--- config.mk ---
export PLATFORM = sky130hd
export DESIGN_NAME = tpc_capture
export DESIGN_NICKNAME = d
export VERILOG_FILES = /design/src/pkg/tpc_pkg.sv /design/src/rtl/tpc_fifo.sv /design/src/rtl/tpc_capture.sv
export SDC_FILE = /design/constraint.sdc
export NUM_CORES = 1
export LEC_CHECK = 0
export BUFFER_PORTS_ARGS = -buffer_cell sky130_fd_sc_hd__buf_2
export CAP_MARGIN = 30
export CORE_ASPECT_RATIO = 1.5
export CORE_MARGIN = 3
export CORE_UTILIZATION = 55
export CTS_BUF_LIST = sky130_fd_sc_hd__clkbuf_2 sky130_fd_sc_hd__clkbuf_4 sky130_fd_sc_hd__clkbuf_8
export CTS_CLUSTER_DIAMETER = 80
export DETAILED_ROUTE_END_ITERATION = 16
export HOLD_SLACK_MARGIN = 0.02
export PLACE_DENSITY = 0.72
export SLEW_MARGIN = 20
export SYNTH_ARGS = -nofsm -noshare
export SYNTH_HDL_FRONTEND = slang
export SYNTH_HIERARCHICAL = 1
export SYNTH_SLANG_ARGS = --single-unit
export TNS_END_PERCENT = 5
--- constraint.sdc ---
create_clock -name clk_i -period 4.1 [get_ports clk_i]
set_input_delay 0.205 -clock clk_i [delete_from_list [all_inputs] [get_ports clk_i]]
set_output_delay 0.205 -clock clk_i [all_outputs]
set_load 0.1 [all_outputs]
--- src/pkg/tpc_pkg.sv ---
// Shared types and constants for the transport packet capture block.
package tpc_pkg;

  // ---------------------------------------------------------------
  // Widths and sizes
  // ---------------------------------------------------------------
  localparam int unsigned BYTE_W     = 8;
  localparam int unsigned WORD_BYTES = 4;
  localparam int unsigned ADDR_W     = 32;
  localparam int unsigned SIZE_W     = 16;
  localparam int unsigned LANE_W     = 3;
  localparam int unsigned FIFO_DEPTH = 80;
  localparam int unsigned LINK_W     = 12;

  localparam logic [LANE_W-1:0]     LANE_LAST  = 3'h3;
  localparam logic [LANE_W-1:0]     LANE_NONE  = 3'h0;
  localparam logic [WORD_BYTES-1:0] BE_ALL     = 4'hf;
  localparam logic [ADDR_W-1:0]     WORD_STEP  = 32'h0000_0004;
  localparam logic [SIZE_W-1:0]     COUNT_ONE  = 16'h0001;
  localparam logic [SIZE_W-1:0]     COUNT_NONE = 16'h0000;

  // ---------------------------------------------------------------
  // Bit positions inside the sampled link vector
  // ---------------------------------------------------------------
  localparam int unsigned LK_CLK   = 11;
  localparam int unsigned LK_VALID = 10;
  localparam int unsigned LK_START = 9;
  localparam int unsigned LK_ERR   = 8;

  // ---------------------------------------------------------------
  // Types
  // ---------------------------------------------------------------
  typedef enum logic [2:0] {
    TPC_IDLE  = 3'b000,
    TPC_HUNT  = 3'b001,
    TPC_CAPT  = 3'b011,
    TPC_FLUSH = 3'b010,
    TPC_DONE  = 3'b110
  } tpc_state_type;

  typedef struct packed {
    logic              start;
    logic              err;
    logic [BYTE_W-1:0] data;
  } tpc_entry_type;

  typedef struct packed {
    logic [ADDR_W-1:0] base;
    logic [SIZE_W-1:0] size;
  } tpc_chan_type;

  typedef struct packed {
    logic [ADDR_W-1:0]            addr;
    logic [WORD_BYTES*BYTE_W-1:0] data;
    logic [WORD_BYTES-1:0]        be;
  } tpc_mem_wr_type;

endpackage : tpc_pkg

--- src/rtl/tpc_fifo.sv ---
// Synchronous FIFO with a registered read stage, used as the capture buffer.
`timescale 1ns/1ps
module tpc_fifo #(
  parameter int unsigned WIDTH = 10,
  parameter int unsigned DEPTH = 80
) (
  input  wire logic             clk_i,      // System clock.
  input  wire logic             nrst_i,     // Synchronous reset, active low.
  input  wire logic             in_valid_i, // Write request.
  output logic                  in_ready_o, // Room for one more entry.
  input  wire logic [WIDTH-1:0] in_data_i,  // Write data.
  output logic                  out_valid_o,// Read stage holds an entry.
  input  wire logic             out_ready_i,// Reader takes the entry.
  output logic      [WIDTH-1:0] out_data_o  // Registered read data.
);
  localparam int unsigned PTR_W = $clog2(DEPTH);
  localparam int unsigned CNT_W = $clog2(DEPTH + 1);
  localparam logic [PTR_W-1:0] PTR_LAST = PTR_W'(DEPTH - 1);
  localparam logic [CNT_W-1:0] CNT_FULL = CNT_W'(DEPTH);

  logic [WIDTH-1:0] mem [DEPTH];
  logic [PTR_W-1:0] wptr;
  logic [PTR_W-1:0] rptr;
  logic [CNT_W-1:0] count;
  logic             push;
  logic             load;

  // Full is reported only when the array itself is full, so the writer
  // never overwrites a stored entry.
  assign in_ready_o = (count != CNT_FULL);
  assign push       = in_valid_i & in_ready_o;
  assign load       = (count != '0) & (~out_valid_o | out_ready_i);

  // ---------------------------------------------------------------
  // Storage array and pointers
  // ---------------------------------------------------------------
  always_ff @(posedge clk_i) begin
    if (push) begin
      mem[wptr] <= in_data_i;
    end
  end

  always_ff @(posedge clk_i) begin
    if (!nrst_i) begin
      wptr  <= '0;
      rptr  <= '0;
      count <= '0;
    end else begin
      if (push) begin
        wptr <= (wptr == PTR_LAST) ? '0 : wptr + 1'b1;
      end
      if (load) begin
        rptr <= (rptr == PTR_LAST) ? '0 : rptr + 1'b1;
      end
      count <= count + CNT_W'(push) - CNT_W'(load);
    end
  end

  // The read stage is a register so the reader sees clean data.
  always_ff @(posedge clk_i) begin
    if (!nrst_i) begin
      out_valid_o <= 1'b0;
      out_data_o  <= '0;
    end else if (load) begin
      out_valid_o <= 1'b1;
      out_data_o  <= mem[rptr];
    end else if (out_ready_i) begin
      out_valid_o <= 1'b0;
    end
  end
endmodule : tpc_fifo

--- src/rtl/tpc_capture.sv ---
// Transport packet capture: byte link sampling, buffering and word writes.
`timescale 1ns/1ps
// What this block does
// - Takes eight data bits plus byte-valid, packet-start and packet-error inputs.
// - All link inputs are sampled only at rising edges of the byte clock.
// - Bytes with byte-valid low are null and are not stored.
// - Valid bytes arriving while the input FIFO is full are dropped.
// - Input FIFO holds 81 bytes (80 entries plus the read stage) before a transfer must start.
// - Capture starts only after a channel request gives base and size.
// - Discard until packet-start rises, then capture up to the size.
// - Captured bytes are written to memory as 32-bit words.
// - At size reached, send the last word: full, or partial if bytes are left over.
// - Channel acknowledge only after all received bytes are written.
// - New packet start mid-packet restarts capture into the same buffer.
// - Packet-error during a packet aborts it and rewaits, same buffer.
// - Packet-error is ignored while packet-start is low.
// - Packet-error at the packet-start rise prevents that packet starting.
module tpc_capture
  import tpc_pkg::*;
(
  input  wire logic              clk_i,                 // System clock, 50 MHz.
  input  wire logic              nrst_i,                // Synchronous reset, active low.
  input  wire logic              stream_byte_clock_i,   // Byte clock from the front end.
  input  wire logic              stream_byte_valid_i,   // High marks a real byte.
  input  wire logic [BYTE_W-1:0] stream_data_in_i,      // Byte data.
  input  wire logic              stream_packet_error_i, // Packet in error.
  input  wire logic              stream_packet_start_i, // Packet start level.
  input  wire logic              chan_valid_i,          // Channel input request.
  input  wire tpc_chan_type      chan_req_i,            // Buffer base and byte count.
  output logic                   chan_ready_o,          // Request taken this cycle.
  output logic                   chan_ack_o,            // Transfer complete pulse.
  output logic                   mem_wr_valid_o,        // Memory write request.
  output tpc_mem_wr_type         mem_wr_o,              // Address, data, lanes.
  input  wire logic              mem_wr_ready_i,        // Memory accepts the write.
  output logic                   drop_o                 // Byte lost to a full FIFO.
);

  // ---------------------------------------------------------------
  // Helper functions
  // ---------------------------------------------------------------
  // Places a byte in its lane of a little-endian word.
  function automatic logic [WORD_BYTES*BYTE_W-1:0] put_byte(
    input logic [WORD_BYTES*BYTE_W-1:0] word,
    input logic [LANE_W-1:0]            lane,
    input logic [BYTE_W-1:0]            b
  );
    logic [WORD_BYTES*BYTE_W-1:0] w;
    w = word;
    w[lane[1:0]*BYTE_W +: BYTE_W] = b;
    return w;
  endfunction : put_byte

  // Byte enables for the lowest lanes held in a partial word.
  function automatic logic [WORD_BYTES-1:0] lane_mask(
    input logic [LANE_W-1:0] lanes
  );
    logic [WORD_BYTES-1:0] m;
    m = '0;
    for (int i = 0; i < WORD_BYTES; i++) begin
      m[i] = (LANE_W'(i) < lanes);
    end
    return m;
  endfunction : lane_mask

  // ---------------------------------------------------------------
  // Link sampling
  // ---------------------------------------------------------------
  logic [LINK_W-1:0] link_s1;
  logic [LINK_W-1:0] link_s2;
  logic [LINK_W-1:0] link_s3;
  logic              prev_start;
  logic              byte_edge;
  tpc_entry_type     in_entry;
  logic              in_ready;
  logic              push;

  // Every link pin is an outside level, so all pass two flip-flops first.
  // A third stage lines the data up with the byte clock still low, so the
  // byte taken is the one set up before the rising edge, not the next one.
  always_ff @(posedge clk_i) begin
    if (!nrst_i) begin
      link_s1 <= '0;
      link_s2 <= '0;
      link_s3 <= '0;
    end else begin
      link_s1 <= {stream_byte_clock_i, stream_byte_valid_i,
                  stream_packet_start_i, stream_packet_error_i,
                  stream_data_in_i};
      link_s2 <= link_s1;
      link_s3 <= link_s2;
    end
  end

  // Rising edges of the byte clock are the only sample points.
  assign byte_edge = link_s2[LK_CLK] & ~link_s3[LK_CLK];

  // The packet-start level seen at the previous byte clock edge.
  always_ff @(posedge clk_i) begin
    if (!nrst_i) begin
      prev_start <= 1'b0;
    end else if (byte_edge) begin
      prev_start <= link_s3[LK_START];
    end
  end

  // Start marks the low-to-high change; error only counts inside a packet.
  always_comb begin
    in_entry.data  = link_s3[BYTE_W-1:0];
    in_entry.start = link_s3[LK_START] & ~prev_start;
    in_entry.err   = link_s3[LK_ERR] & link_s3[LK_START];
  end

  // Null bytes and bytes meeting a full FIFO are never stored.
  assign push   = byte_edge & link_s3[LK_VALID] & in_ready;
  assign drop_o = byte_edge & link_s3[LK_VALID] & ~in_ready;

  // ---------------------------------------------------------------
  // Input buffer
  // ---------------------------------------------------------------
  tpc_entry_type out_entry;
  logic          out_valid;
  logic          pop;

  // The buffer fills while no transfer is running, which gives software
  // time to issue the next request between packets.
  tpc_fifo #(
    .WIDTH ($bits(tpc_entry_type)),
    .DEPTH (FIFO_DEPTH)
  ) u_fifo (
    .clk_i       (clk_i),
    .nrst_i      (nrst_i),
    .in_valid_i  (byte_edge & link_s3[LK_VALID]),
    .in_ready_o  (in_ready),
    .in_data_i   (in_entry),
    .out_valid_o (out_valid),
    .out_ready_i (pop),
    .out_data_o  (out_entry)
  );

  // ---------------------------------------------------------------
  // Capture decisions
  // ---------------------------------------------------------------
  tpc_state_type                state;
  logic [ADDR_W-1:0]            base;
  logic [SIZE_W-1:0]            size;
  logic [SIZE_W-1:0]            byte_cnt;
  logic [ADDR_W-1:0]            waddr;
  logic [WORD_BYTES*BYTE_W-1:0] acc;
  logic [LANE_W-1:0]            lanes;
  logic                         wr_valid;
  logic                         active;
  logic                         store;
  logic                         first;
  logic                         abort;
  logic                         word_done;
  logic                         last;
  logic                         flush_part;
  logic [SIZE_W-1:0]            cnt_after;
  logic [LANE_W-1:0]            lane_at;
  logic [ADDR_W-1:0]            waddr_at;
  logic [WORD_BYTES*BYTE_W-1:0] acc_after;

  // A pending word write stalls the buffer, so back-pressure from memory
  // reaches the FIFO and, once that is full, bytes from the link are dropped.
  assign active = (state == TPC_HUNT) | (state == TPC_CAPT);
  assign pop    = out_valid & active & ~wr_valid;

  always_comb begin
    first      = pop & out_entry.start & ~out_entry.err;
    store      = pop & ~out_entry.err & ((state == TPC_CAPT) | out_entry.start);
    abort      = pop & out_entry.err & (state == TPC_CAPT);
    cnt_after  = first ? COUNT_ONE : byte_cnt + COUNT_ONE;
    lane_at    = first ? LANE_NONE : lanes;
    waddr_at   = first ? base : waddr;
    acc_after  = put_byte(first ? '0 : acc, lane_at, out_entry.data);
    word_done  = store & (lane_at == LANE_LAST);
    last       = store & (cnt_after == size);
    flush_part = (state == TPC_FLUSH) & ~wr_valid & (lanes != LANE_NONE);
  end

  // ---------------------------------------------------------------
  // Transfer sequencing
  // ---------------------------------------------------------------
  // Hunting throws bytes away until a clean packet start; an error start
  // is skipped, and a start with a live packet begins it over again.
  always_ff @(posedge clk_i) begin
    if (!nrst_i) begin
      state <= TPC_IDLE;
    end else begin
      case (state)
        TPC_IDLE: begin
          if (chan_valid_i) begin
            state <= (chan_req_i.size == COUNT_NONE) ? TPC_FLUSH : TPC_HUNT;
          end
        end
        TPC_HUNT: begin
          if (first) begin
            state <= last ? TPC_FLUSH : TPC_CAPT;
          end
        end
        TPC_CAPT: begin
          if (abort) begin
            state <= TPC_HUNT;
          end else if (last) begin
            state <= TPC_FLUSH;
          end
        end
        TPC_FLUSH: begin
          if (!wr_valid && lanes == LANE_NONE) begin
            state <= TPC_DONE;
          end
        end
        TPC_DONE: begin
          state <= TPC_IDLE;
        end
        default: begin
          state <= TPC_IDLE;
        end
      endcase
    end
  end

  // Channel request fields are kept for the whole transfer.
  always_ff @(posedge clk_i) begin
    if (!nrst_i) begin
      base <= '0;
      size <= '0;
    end else if (state == TPC_IDLE && chan_valid_i) begin
      base <= chan_req_i.base;
      size <= chan_req_i.size;
    end
  end

  // Byte count, word address and assembly word for the packet in hand.
  // Restart and abort both fall back to the buffer base.
  always_ff @(posedge clk_i) begin
    if (!nrst_i) begin
      byte_cnt <= '0;
      waddr    <= '0;
      acc      <= '0;
      lanes    <= '0;
    end else if (state == TPC_IDLE) begin
      byte_cnt <= '0;
      waddr    <= chan_req_i.base;
      lanes    <= '0;
    end else if (abort) begin
      byte_cnt <= '0;
      waddr    <= base;
      lanes    <= '0;
    end else if (store) begin
      byte_cnt <= cnt_after;
      acc      <= acc_after;
      if (word_done) begin
        lanes <= LANE_NONE;
        waddr <= waddr_at + WORD_STEP;
      end else begin
        lanes <= lane_at + 3'h1;
        waddr <= waddr_at;
      end
    end else if (flush_part) begin
      lanes <= LANE_NONE;
    end
  end

  // ---------------------------------------------------------------
  // Memory write port
  // ---------------------------------------------------------------
  // Full words go out as soon as their fourth byte lands; the leftover
  // bytes go out once, with only their lanes enabled.
  always_ff @(posedge clk_i) begin
    if (!nrst_i) begin
      wr_valid <= 1'b0;
      mem_wr_o <= '0;
    end else if (word_done) begin
      wr_valid      <= 1'b1;
      mem_wr_o.addr <= waddr_at;
      mem_wr_o.data <= acc_after;
      mem_wr_o.be   <= BE_ALL;
    end else if (flush_part) begin
      wr_valid      <= 1'b1;
      mem_wr_o.addr <= waddr;
      mem_wr_o.data <= acc;
      mem_wr_o.be   <= lane_mask(lanes);
    end else if (mem_wr_ready_i) begin
      wr_valid <= 1'b0;
    end
  end

  assign mem_wr_valid_o = wr_valid;
  assign chan_ready_o   = (state == TPC_IDLE);
  assign chan_ack_o     = (state == TPC_DONE);
endmodule : tpc_capture

; ---- Yosys cells after proc, flatten, opt, wreduce, memory -nomap -nowiden
; Memories as Yosys holds them, arrays and structs flattened. A register that Yosys moved wholly into a read port is not among the register bits.
; Cells that the tools add are included.
[word_totals]
reg_bits = 262
latchBits = 0
mem_bits_rw = 800
rom_bits = 0
input_bits = 64
output_inout_bits = 72
n_memories = 1
[op_classes]
n_addsub = 8
multipliers = 0
div_mod_pow = 0
magnitude_cmp = 4
eq_ne = 13
n_shift = 2
muxes = 31
bitwise = 31
n_reduce_logical = 17
[mem_list]
columns = memory, depth, width, rd, rd_clocked_by_memory_dff, wr, line
row1 = u_fifo.mem, 80, 10, 1, 1, 1, tpc_fifo.sv:21  ; logic [WIDTH-1:0] mem [DEPTH];
[ops]
columns = operator, count
row1 = $mux W32, 6
row2 = $mux W68, 2
row3 = $neg A5 Y34, 1
row4 = $shift A8 B34 Y32 const A, 1
row5 = $shiftx A8 B34 Y32, 1
row6 = $add A32 B3 Y32 const B, 1
row7 = $bwmux W32, 1
row8 = $mux W3, 9
row9 = $and A1 B1 Y1, 19
row10 = $add A16 B1 Y16 const B, 1
row11 = $eq A16 B16 Y1, 1
row12 = $logic_not A16 Y1, 1
row13 = $mux W16, 1
row14 = $add A7 B1 Y7 const B, 2
row15 = $eq A7 B7 Y1 const B, 2
row16 = $mux W7, 2
row17 = $pmux W3 S4, 1
row18 = $eq A3 B2 Y1 const B, 3
row19 = $not A1 Y1, 9
row20 = $reduce_bool A3 Y1, 3
row21 = $mux W1, 8
row22 = $add A7 B1 Y7, 1
row23 = $ne A7 B7 Y1 const B, 1
row24 = $reduce_bool A7 Y1, 1
row25 = other kinds (18), 28

; ---- Longest topological paths before layout
; Gate-level depths: netlist (run 1).
[depth]
depth_word = 13
mapped_depth = 20
depth_no_buf = 16

; ---- Cells and area by module
; Netlist (run 1), hierarchy kept.
[by_module_without_submodules]
columns = module, n_inst, cells_each, area_per_inst_um2, seq_area_each_um2
row1 = tpc_fifo, 1, 1610, 32572.5, 24663.7
row2 = tpc_capture, 1, 1463, 11793.8, 4804.6

; ---- Worst setup path after synthesis (run 1)
; Ideal clock, no wire load.
[synth_path]
path_type = reg-to-reg
startpoint = register wr_valid (netlist: mem_wr_valid_o)
endpoint = register waddr[22]
t_arrival_ns = 4.064
required_time_ns = 3.977
path_slack_ns = -0.087
stages_incl_launch_ff = 18
n_path_buf = 4
period_less_slack_ns = 4.187
path_cell_list = dfxtp_1 nand4bb_4 inv_2 nand2_1 buf_2 buf_2 buf_2 buf_2 nand2_1 inv_1 ha_1 nand2b_1 a2111oi_4 o221ai_2 nor3b_2 xor2_1 a221oi_1 nor2_1
[synth_between]
elab_chain_cells = 11
elab_cells_between_ends = 18
classes_between = 1 x add/sub / 1 x eq/ne / 6 x mux / 9 x bitwise / 1 x reduce/logical
[synth_lines]
columns = item, line
row1 = start: declaration, tpc_capture.sv:150  ; logic wr_valid;
row2 = start signal: assignment, tpc_capture.sv:272  ; wr_valid <= 1'b0;
row3 = start signal: assignment, tpc_capture.sv:275  ; wr_valid <= 1'b1;
row4 = start signal: assignment, tpc_capture.sv:280  ; wr_valid <= 1'b1;
row5 = $not A1 Y1 *, tpc_capture.sv:166  ; assign pop = out_valid & active & ~wr_valid;
row6 = $and A1 B1 Y1 *, tpc_capture.sv:166
row7 = "parallel branches: the longest is 9 deep, another holds $add A32 B3 Y32", -
row8 = end signal: assignment, tpc_capture.sv:244  ; waddr <= chan_req_i.base;
row9 = end signal: assignment, tpc_capture.sv:248  ; waddr <= base;
row10 = end signal: assignment, tpc_capture.sv:255  ; waddr <= waddr_at + WORD_STEP;
row11 = end: declaration, tpc_capture.sv:147  ; logic [ADDR_W-1:0] waddr;
; Every way passes the cells marked *. The select of a mux whose other input is x is not followed.
; A chain may end at the register's enable or synchronous reset.

; ---- Worst setup path after layout (run 1)
[layout_path]
startpoint = register state[0]
endpoint = register waddr[30]
[layout_between]
elab_chain_cells = 13
elab_cells_between_ends = 23
classes_between = 1 x add/sub / 3 x eq/ne / 6 x mux / 11 x bitwise / 2 x reduce/logical
[layout_lines]
columns = item, line
row1 = start: declaration, tpc_capture.sv:143  ; tpc_state_type state;
row2 = start signal: assignment, tpc_capture.sv:193  ; state <= (chan_req_i.size == COUNT_NONE) ? TPC_FLUSH : TPC_HUNT;
row3 = start signal: assignment, tpc_capture.sv:198  ; state <= last ? TPC_FLUSH : TPC_CAPT;
row4 = "parallel branches: the longest is 13 deep, another holds $add A32 B3 Y32", -
; Parallel ways; which one is timed is not known. The select of a mux whose other input is x is not followed.

==> metrics.yaml, run 1 <==
place:
  place_congestion: 0.9981
  port_buffers: 135
  dp_hpwl_um: 78910
  place_area_mm2: 0.04659
worst_setup_path:
  critPathArrivalTime_ns: 4.45
  reg2reg_slack_ns: 0.36
  rr_worst_depth: 13
  cp-end-kind: "flop"
  cp.required_ns: 4.82
  cp_max_fo: 24
  worstSetupEndpoint: "waddr[30]"
  critPathKind: "flop to flop"
  r2r-start: "state[0]"
  crit_path_start_kind: "flop"
  r2r_end: "waddr[30]"
  cp-startpoint: "state[0]"
timing:
  worst_pin_slew_ns: 1.104
  max_slew_margin_pct: 24.52
  finalSetupTns_ns: 0
  fmax_ghz: 0.2677
  final.period_utilization_pct: 91.10
  finClkSkew_ns: 0.04970
  grt_setup_unrepaired: "false"
  finalHoldViolations: 0
  min_period_ns: 3.735
  setup_viol: 0
  report.final.slew_viol_count: 0
yosys:
  synth.distinct_cells: 91
  synth-main-ff-cell: "edfxtp_1"
  ys_ff_latch: 1072
  synth_top_cell_area_share_pct: 54.15
  netlist_instances: 3073
  netlist_top_cells_count: "800 x edfxtp_1, 280 x nand2_1, 272 x dfxtp_1"
  yosysSeqAreaShare_pct: 66.42
  postSynth.asyncResetShare_pct: 0
  yosysMostFrequentCell: "edfxtp_1"
  synth_area_mm2: 0.04437
  synth_nets: 3157
  ys_top_cells_by_area: "edfxtp_1 54%, dfxtp_1 12%, mux4_2 9.1%"
  synth_warnings: 6
  synth_area_leader_cell: "edfxtp_1"
  syn-mean-instance-area_um2: 14.44
  synth_edf_count: 800
clocking:
  cts_hold_buf: 80
  numClockSinks: 1072
  clk_pin_slew_ns: 0.07
  clockBufferDepth: 3
  post_cts_buffers: 0
  cts_root_buf: "clkbuf_8"
  htree_levels: 4
  cts_tree: "built"
  clk_latency_ns: 0.82
  cts_resized: 0
  numCtsBuffers: 154
pwr:
  ir_drop_mv: 0.3394
  p_leak_nw: 17.84
  power_density_mw_per_mm2: 523.7
global_routing:
  grt_pass1_wl_um: 180500
  first_global_vias: 29188
  grtUsageTotal_pct: 28.58
  grt_antenna_before_repair: 2
  grt_start_max_net_pins: 83
  grt.overflow.total: 0
detailed_routing:
  via_per_inst: 6.313
  drc: 0
  vias: 28785
  wl_per_cell_um: 26.27
  first_pass_iters: 6
  drt_iter0_drc: 3097
  antenna_left: 0
  wl_um: 119800
floorplan:
  fp-row-count: 126
  ioPinCount: 136
  start_util_pct: 55.95
  die_h_um: 353.9
  dieArea_mm2: 0.08418
  core_area_mm2: 0.07930
  die_w_um: 237.9
layout:
  area_growth_pct: 14.30
  drive_above_1_share_pct: 22.18
  fin_nets: 3493
  finalInstanceArea_mm2: 0.05071
status:
  status: "completed"
hold_path:
  min_path_type: "primary input to flop"
run:
  max_cap_violations: 0
## where the power goes
| part | internal [mW] | switching (mW) | leakage [nW] |
|---|---|---|---|
| sequential | 12.0 | 0.717 | 10.5 |
| clock | 4.54 | 4.01 | 1.65 |
| combinational | 2.26 | 3.07 | 5.64 |
| total | 18.8 | 7.80 | 17.8 |
## kinds of logic after synthesis
logic type	synth area share (%)
flops	66.42
buf+inv	2.518
fa+ha+maj	0.5810
xor+xnor	1.038
compound gates	8.122
simple gates	9.264
mux	12.06
## cells in the final DEF, fill, tap and decap left out, drive strengths merged, types with 19 or more instances in the layout
cell / count
ha: 19
edfxtp: 800
nor3: 24
xnor2: 29
nor2b: 19
nand2: 281
clkbuf: 219
inv: 40
nor2: 272
o221ai: 37
dfxtp: 272
buf: 297
mux2i: 126
mux4: 180
and2: 48
xor2: 21
a211oi: 80
nand3: 48
o21ai: 77
a21oi: 134
a31oi: 21
dlygate4sd3: 80
nor4: 23
nand4: 32
clkinv: 47
and3: 55
a22oi: 57
## layer usage
metal | routed length (µm) | global-route usage [%] | vias up
met5 | 0 | 0 | -
li1 | - | - | 12566
met4 | 8160 | 17.29 | 0
met3 | 8713 | 5.493 | 381
met1 | 42800 | 33.94 | 14403
met2 | 60140 | 48.33 | 1435
## through the flow
step	util (%)	hold WS, ns	worst slack [ns]	total power, mW	instances
after global placement	58.63	0.4099	0.7239	17.98	4171
final	63.95	0.1110	0.3650	26.56	4560
after detailed placement	58.76	0.4137	0.6142	18.08	4178
after global routing	63.95	0.1013	0.1776	27.62	4560
after floorplan	-	0.3323	0.2782	16.55	3073
after CTS	63.73	0.02042	0.6046	26.66	4540
## sequential cells by signal, summed over array words and instances (netlist names), 16 cells and up
name        cells
u_fifo/mem    800
mem_wr_o       68
acc            32
base           32
waddr          32
byte_cnt       16
size           16
## cell type report
type,count,area (µm²)
Clock buffer,219,2714
Multi-Input combinational cell,1771,13810
Timing Repair Buffer,377,2853
Clock inverter,63,430.4
Antenna cell,1,2.502
Tap cell,1024,1281
Fill cell,5602,28590
Inverter,33,126.4
Sequential cell,1072,29490
## worst min path at each step
stage / start / endpoint / slack, ns / cells past startpoint
CTS: chan_valid_i / size[6] / 0.02 / 5
global placement: stream_data_in_i[2] / link_s1[2] / 0.41 / 2
finish: chan_valid_i / base[0] / 0.11 / 5
detailed placement: stream_data_in_i[1] / link_s1[1] / 0.41 / 2
global route: chan_valid_i / base[0] / 0.10 / 5
floorplan: stream_data_in_i[0] / link_s1[0] / 0.33 / 1
## critical path, cell delays in order (launching register included)
cell       delay, ns
dfxtp_1         0.54
nand4bb_4       0.15
buf_4           0.27
nor2_4          0.26
mux2i_1         0.18
inv_1           0.10
ha_1            0.14
inv_1           0.09
a2111oi_4       0.44
o221ai_2        0.29
a211oi_2        0.62
nand3_1         0.17
xnor2_1         0.15
a211oi_1        0.22
No activity file was read; power rests on OpenSTA's default activity.
==> inputs of run 2 (changes only) <==
--- a/config.mk
+++ b/config.mk
@@ -5,7 +5,7 @@
 export SDC_FILE = /design/constraint.sdc
 export NUM_CORES = 1
 export LEC_CHECK = 0
-export BUFFER_PORTS_ARGS = -buffer_cell sky130_fd_sc_hd__buf_2
+export BUFFER_PORTS_ARGS = -buffer_cell sky130_fd_sc_hd__buf_4
 export CAP_MARGIN = 30
 export CORE_ASPECT_RATIO = 1.5
 export CORE_MARGIN = 3
==> metrics.yaml, run 2 (same netlist as run 1, synthesis figures left out) <==
status:
  status: "completed"  # unchanged
clocking:
  clk_pin_slew_ns: 0.06  # was 0.07 ns
  clockBufferDepth: 3  # unchanged
  cts_tree: "built"  # unchanged
  numClockSinks: 1072  # unchanged
  htree_levels: 4  # unchanged
  clk_latency_ns: 0.85  # was 0.82 ns
  numCtsBuffers: 155  # was 154
  cts_resized: 0  # unchanged
  cts_root_buf: "clkbuf_8"  # unchanged
run:
  max_cap_violations: 0  # unchanged
layout:
  drive_above_1_share_pct: 23.01  # was 22.18%
  largest_reg_flops: 800  # unchanged
  reg_top3: "u_fifo/mem x800, mem_wr_o x68"  # unchanged
  largest-register: "u_fifo/mem"  # unchanged
  final_cell_mix: "800 x edfxtp_1, 296 x buf_4, 279 x nand2_1"  # was 800 x edfxtp_1, 279 x nand2_1, 267 x nor2_1
  fin_nets: 3493  # unchanged
  finalNonFillerCells: 4559  # was 4,560
  final_common_cell: "edfxtp_1"  # unchanged
  area_growth_pct: 15.21  # was 14.30%
  finalInstanceArea_mm2: 0.05112  # was 0.05071 mm²
timing:
  report.final.slew_viol_count: 0  # unchanged
  max_slew_margin_pct: 32.67  # was 24.52%
  finalSetupTns_ns: 0  # unchanged
  fmax_ghz: 0.2771  # was 0.2677 GHz
  min_period_ns: 3.609  # was 3.735 ns
  final.period_utilization_pct: 88.02  # was 91.10%
  setup_viol: 0  # unchanged
  grt_setup_unrepaired: "false"  # unchanged
  worst_pin_slew_ns: 1.006  # was 1.104 ns
  whs_ns: 0.09361  # was 0.1110 ns
  finalHoldViolations: 0  # unchanged
  finClkSkew_ns: 0.03653  # was 0.04970 ns
floorplan:
  dieArea_mm2: 0.08418  # unchanged
  fp-row-count: 126  # unchanged
  start_util_pct: 55.95  # unchanged
  die_w_um: 237.9  # unchanged
  die_h_um: 353.9  # unchanged
  core_area_mm2: 0.07930  # unchanged
  ioPinCount: 136  # unchanged
worst_setup_path:
  cp_top_family: "simple AND/OR/NAND/NOR gates"  # was compound AO/OA/AOI/OAI gates
  cp_max_fo: 6  # was 24
  cp-end-kind: "flop"  # unchanged
  critPathKind: "flop to flop"  # unchanged
  slowest_stage: "dlygate4sd3_1"  # was a211oi_2
  worstPathCellList: "nand4bb_4 > inv_2 > nand2_1 > nand2_1 > inv_1 > ha_1 > nand2b_1 > or2_1 > a211oi_4 > nand3_1 > o21ai_0 > o2111ai_1 > o21ai_1 > dlygate4sd3_1"  # was nand4bb_4 > buf_4 > nor2_4 > mux2i_1 > inv_1 > ha_1 > inv_1 > a2111oi_4 > o221ai_2 > a211oi_2 > nand3_1 > xnor2_1 > a211oi_1
  critPathArrivalTime_ns: 4.37  # was 4.45 ns
  crit_path_start_kind: "flop"  # unchanged
  path_buf_inv: 3  # unchanged
  cp.required_ns: 4.86  # was 4.82 ns
  cpMostUsedCell: "nand2_1"  # was inv_1
  crit_path_max_incr_delay_ns: 0.57  # was 0.62 ns
detailed_routing:
  antenna_left: 0  # unchanged
  first_pass_iters: 6  # unchanged
  via_per_inst: 6.340  # was 6.313
  wl_per_cell_um: 26.13  # was 26.27 µm
  vias: 28902  # was 28,785
  drt_iter0_drc: 3103  # was 3,097
  wl_um: 119100  # was 119,800 µm
  drc: 0  # unchanged
pwr:
  seq_power_share_pct: 47.0  # was 47.7%
  p_int_mw: 19.03  # was 18.76 mW
  switching_power_mw: 7.879  # was 7.797 mW
  combPwrFrac_pct: 20.3  # was 20.1%
  power_density_mw_per_mm2: 526.5  # was 523.7 mW/mm²
  clock_power_share_pct: 32.7  # was 32.2%
  ir_drop_mv: 0.3405  # was 0.3394 mV
  sw_frac_of_total_pct: 29.28  # was 29.36%
  p_leak_nw: 17.99  # was 17.84 nW
global_routing:
  first_global_vias: 29292  # was 29,188
  grt_pass1_wl_um: 180500  # about the same
  grt.overflow.total: 0  # unchanged
  grt_start_max_net_pins: 81  # was 83
  grtUsageTotal_pct: 28.55  # was 28.58%
  grt_antenna_before_repair: 2  # unchanged
hold_path:
  min_path_type: "primary input to flop"  # unchanged
place:
  port_buffers: 135  # unchanged
  place_inst: 4199  # was 4,178
  place_congestion: 1.036  # was 0.9981
  dp_hpwl_um: 78480  # was 78,910 µm
  place_area_mm2: 0.04710  # was 0.04659 mm²
-- run 2: tightest hold or removal path, cell delays in order --
cell and delay [ns]:
buf_4 0.13, inv_1 0.16, nor2_4 0.20, nand2_1 0.12, a21oi_1 0.05
-- run 2: area by class of cell --
type	instances	area (µm²)
Fill cell	5607	28180
Multi-Input combinational cell	1771	13810
Inverter	33	126.4
Sequential cell	1072	29490
Antenna cell	1	2.502
Timing Repair Buffer	376	3159
Clock inverter	51	449.2
Clock buffer	231	2798
Tap cell	1024	1281
-- run 2: path summary, 6_finish.rpt --
kind / start / cells after the start / end / slack, ns
max reg2reg: state[2] / 14 / waddr[17] / 0.49
min: chan_valid_i / 5 / base[5] / 0.09
max: state[2] / 14 / waddr[17] / 0.49
min reg2reg: link_s2[5] / 1 / link_s3[5] / 0.43
-- run 2: layer usage --
layer  vias to the layer above  part of all wire, %  track usage, %
met5                         -                0.015               0
met4                         2                  6.3           16.65
met3                       390                  7.2           5.049
met2                      1478                   51           48.49
met1                     14456                   36           34.30
li1                      12576                    -               -
-- run 2: stage by stage --
step	total power, mW	setup slack, ns	util, %
floorplan	16.55	0.2782	-
global placement	18.02	0.6864	59.24
detailed placement	18.17	0.6637	59.39
CTS	27.00	0.2527	64.33
global route	27.99	0.2198	64.46
finish	26.91	0.4913	64.46
-- run 2: power groups by stage --
stage                     Sequential (mW)  Clock (mW)  Combinational, mW
after floorplan                      12.5           0               4.06
after CTS                            12.6        8.97               5.42
after global placement               12.9           0               5.11
after detailed placement             12.8           0               5.33
after global routing                 12.7        9.47               5.85
final                                12.6        8.80               5.47
-- run 2: timing repair --
item | in CTS | in global routing
setup endpoints to repair | 0 | 1
hold endpoints to repair | 132 | 0
hold buffers | 67 | 0
setup buffers | 0 | 3
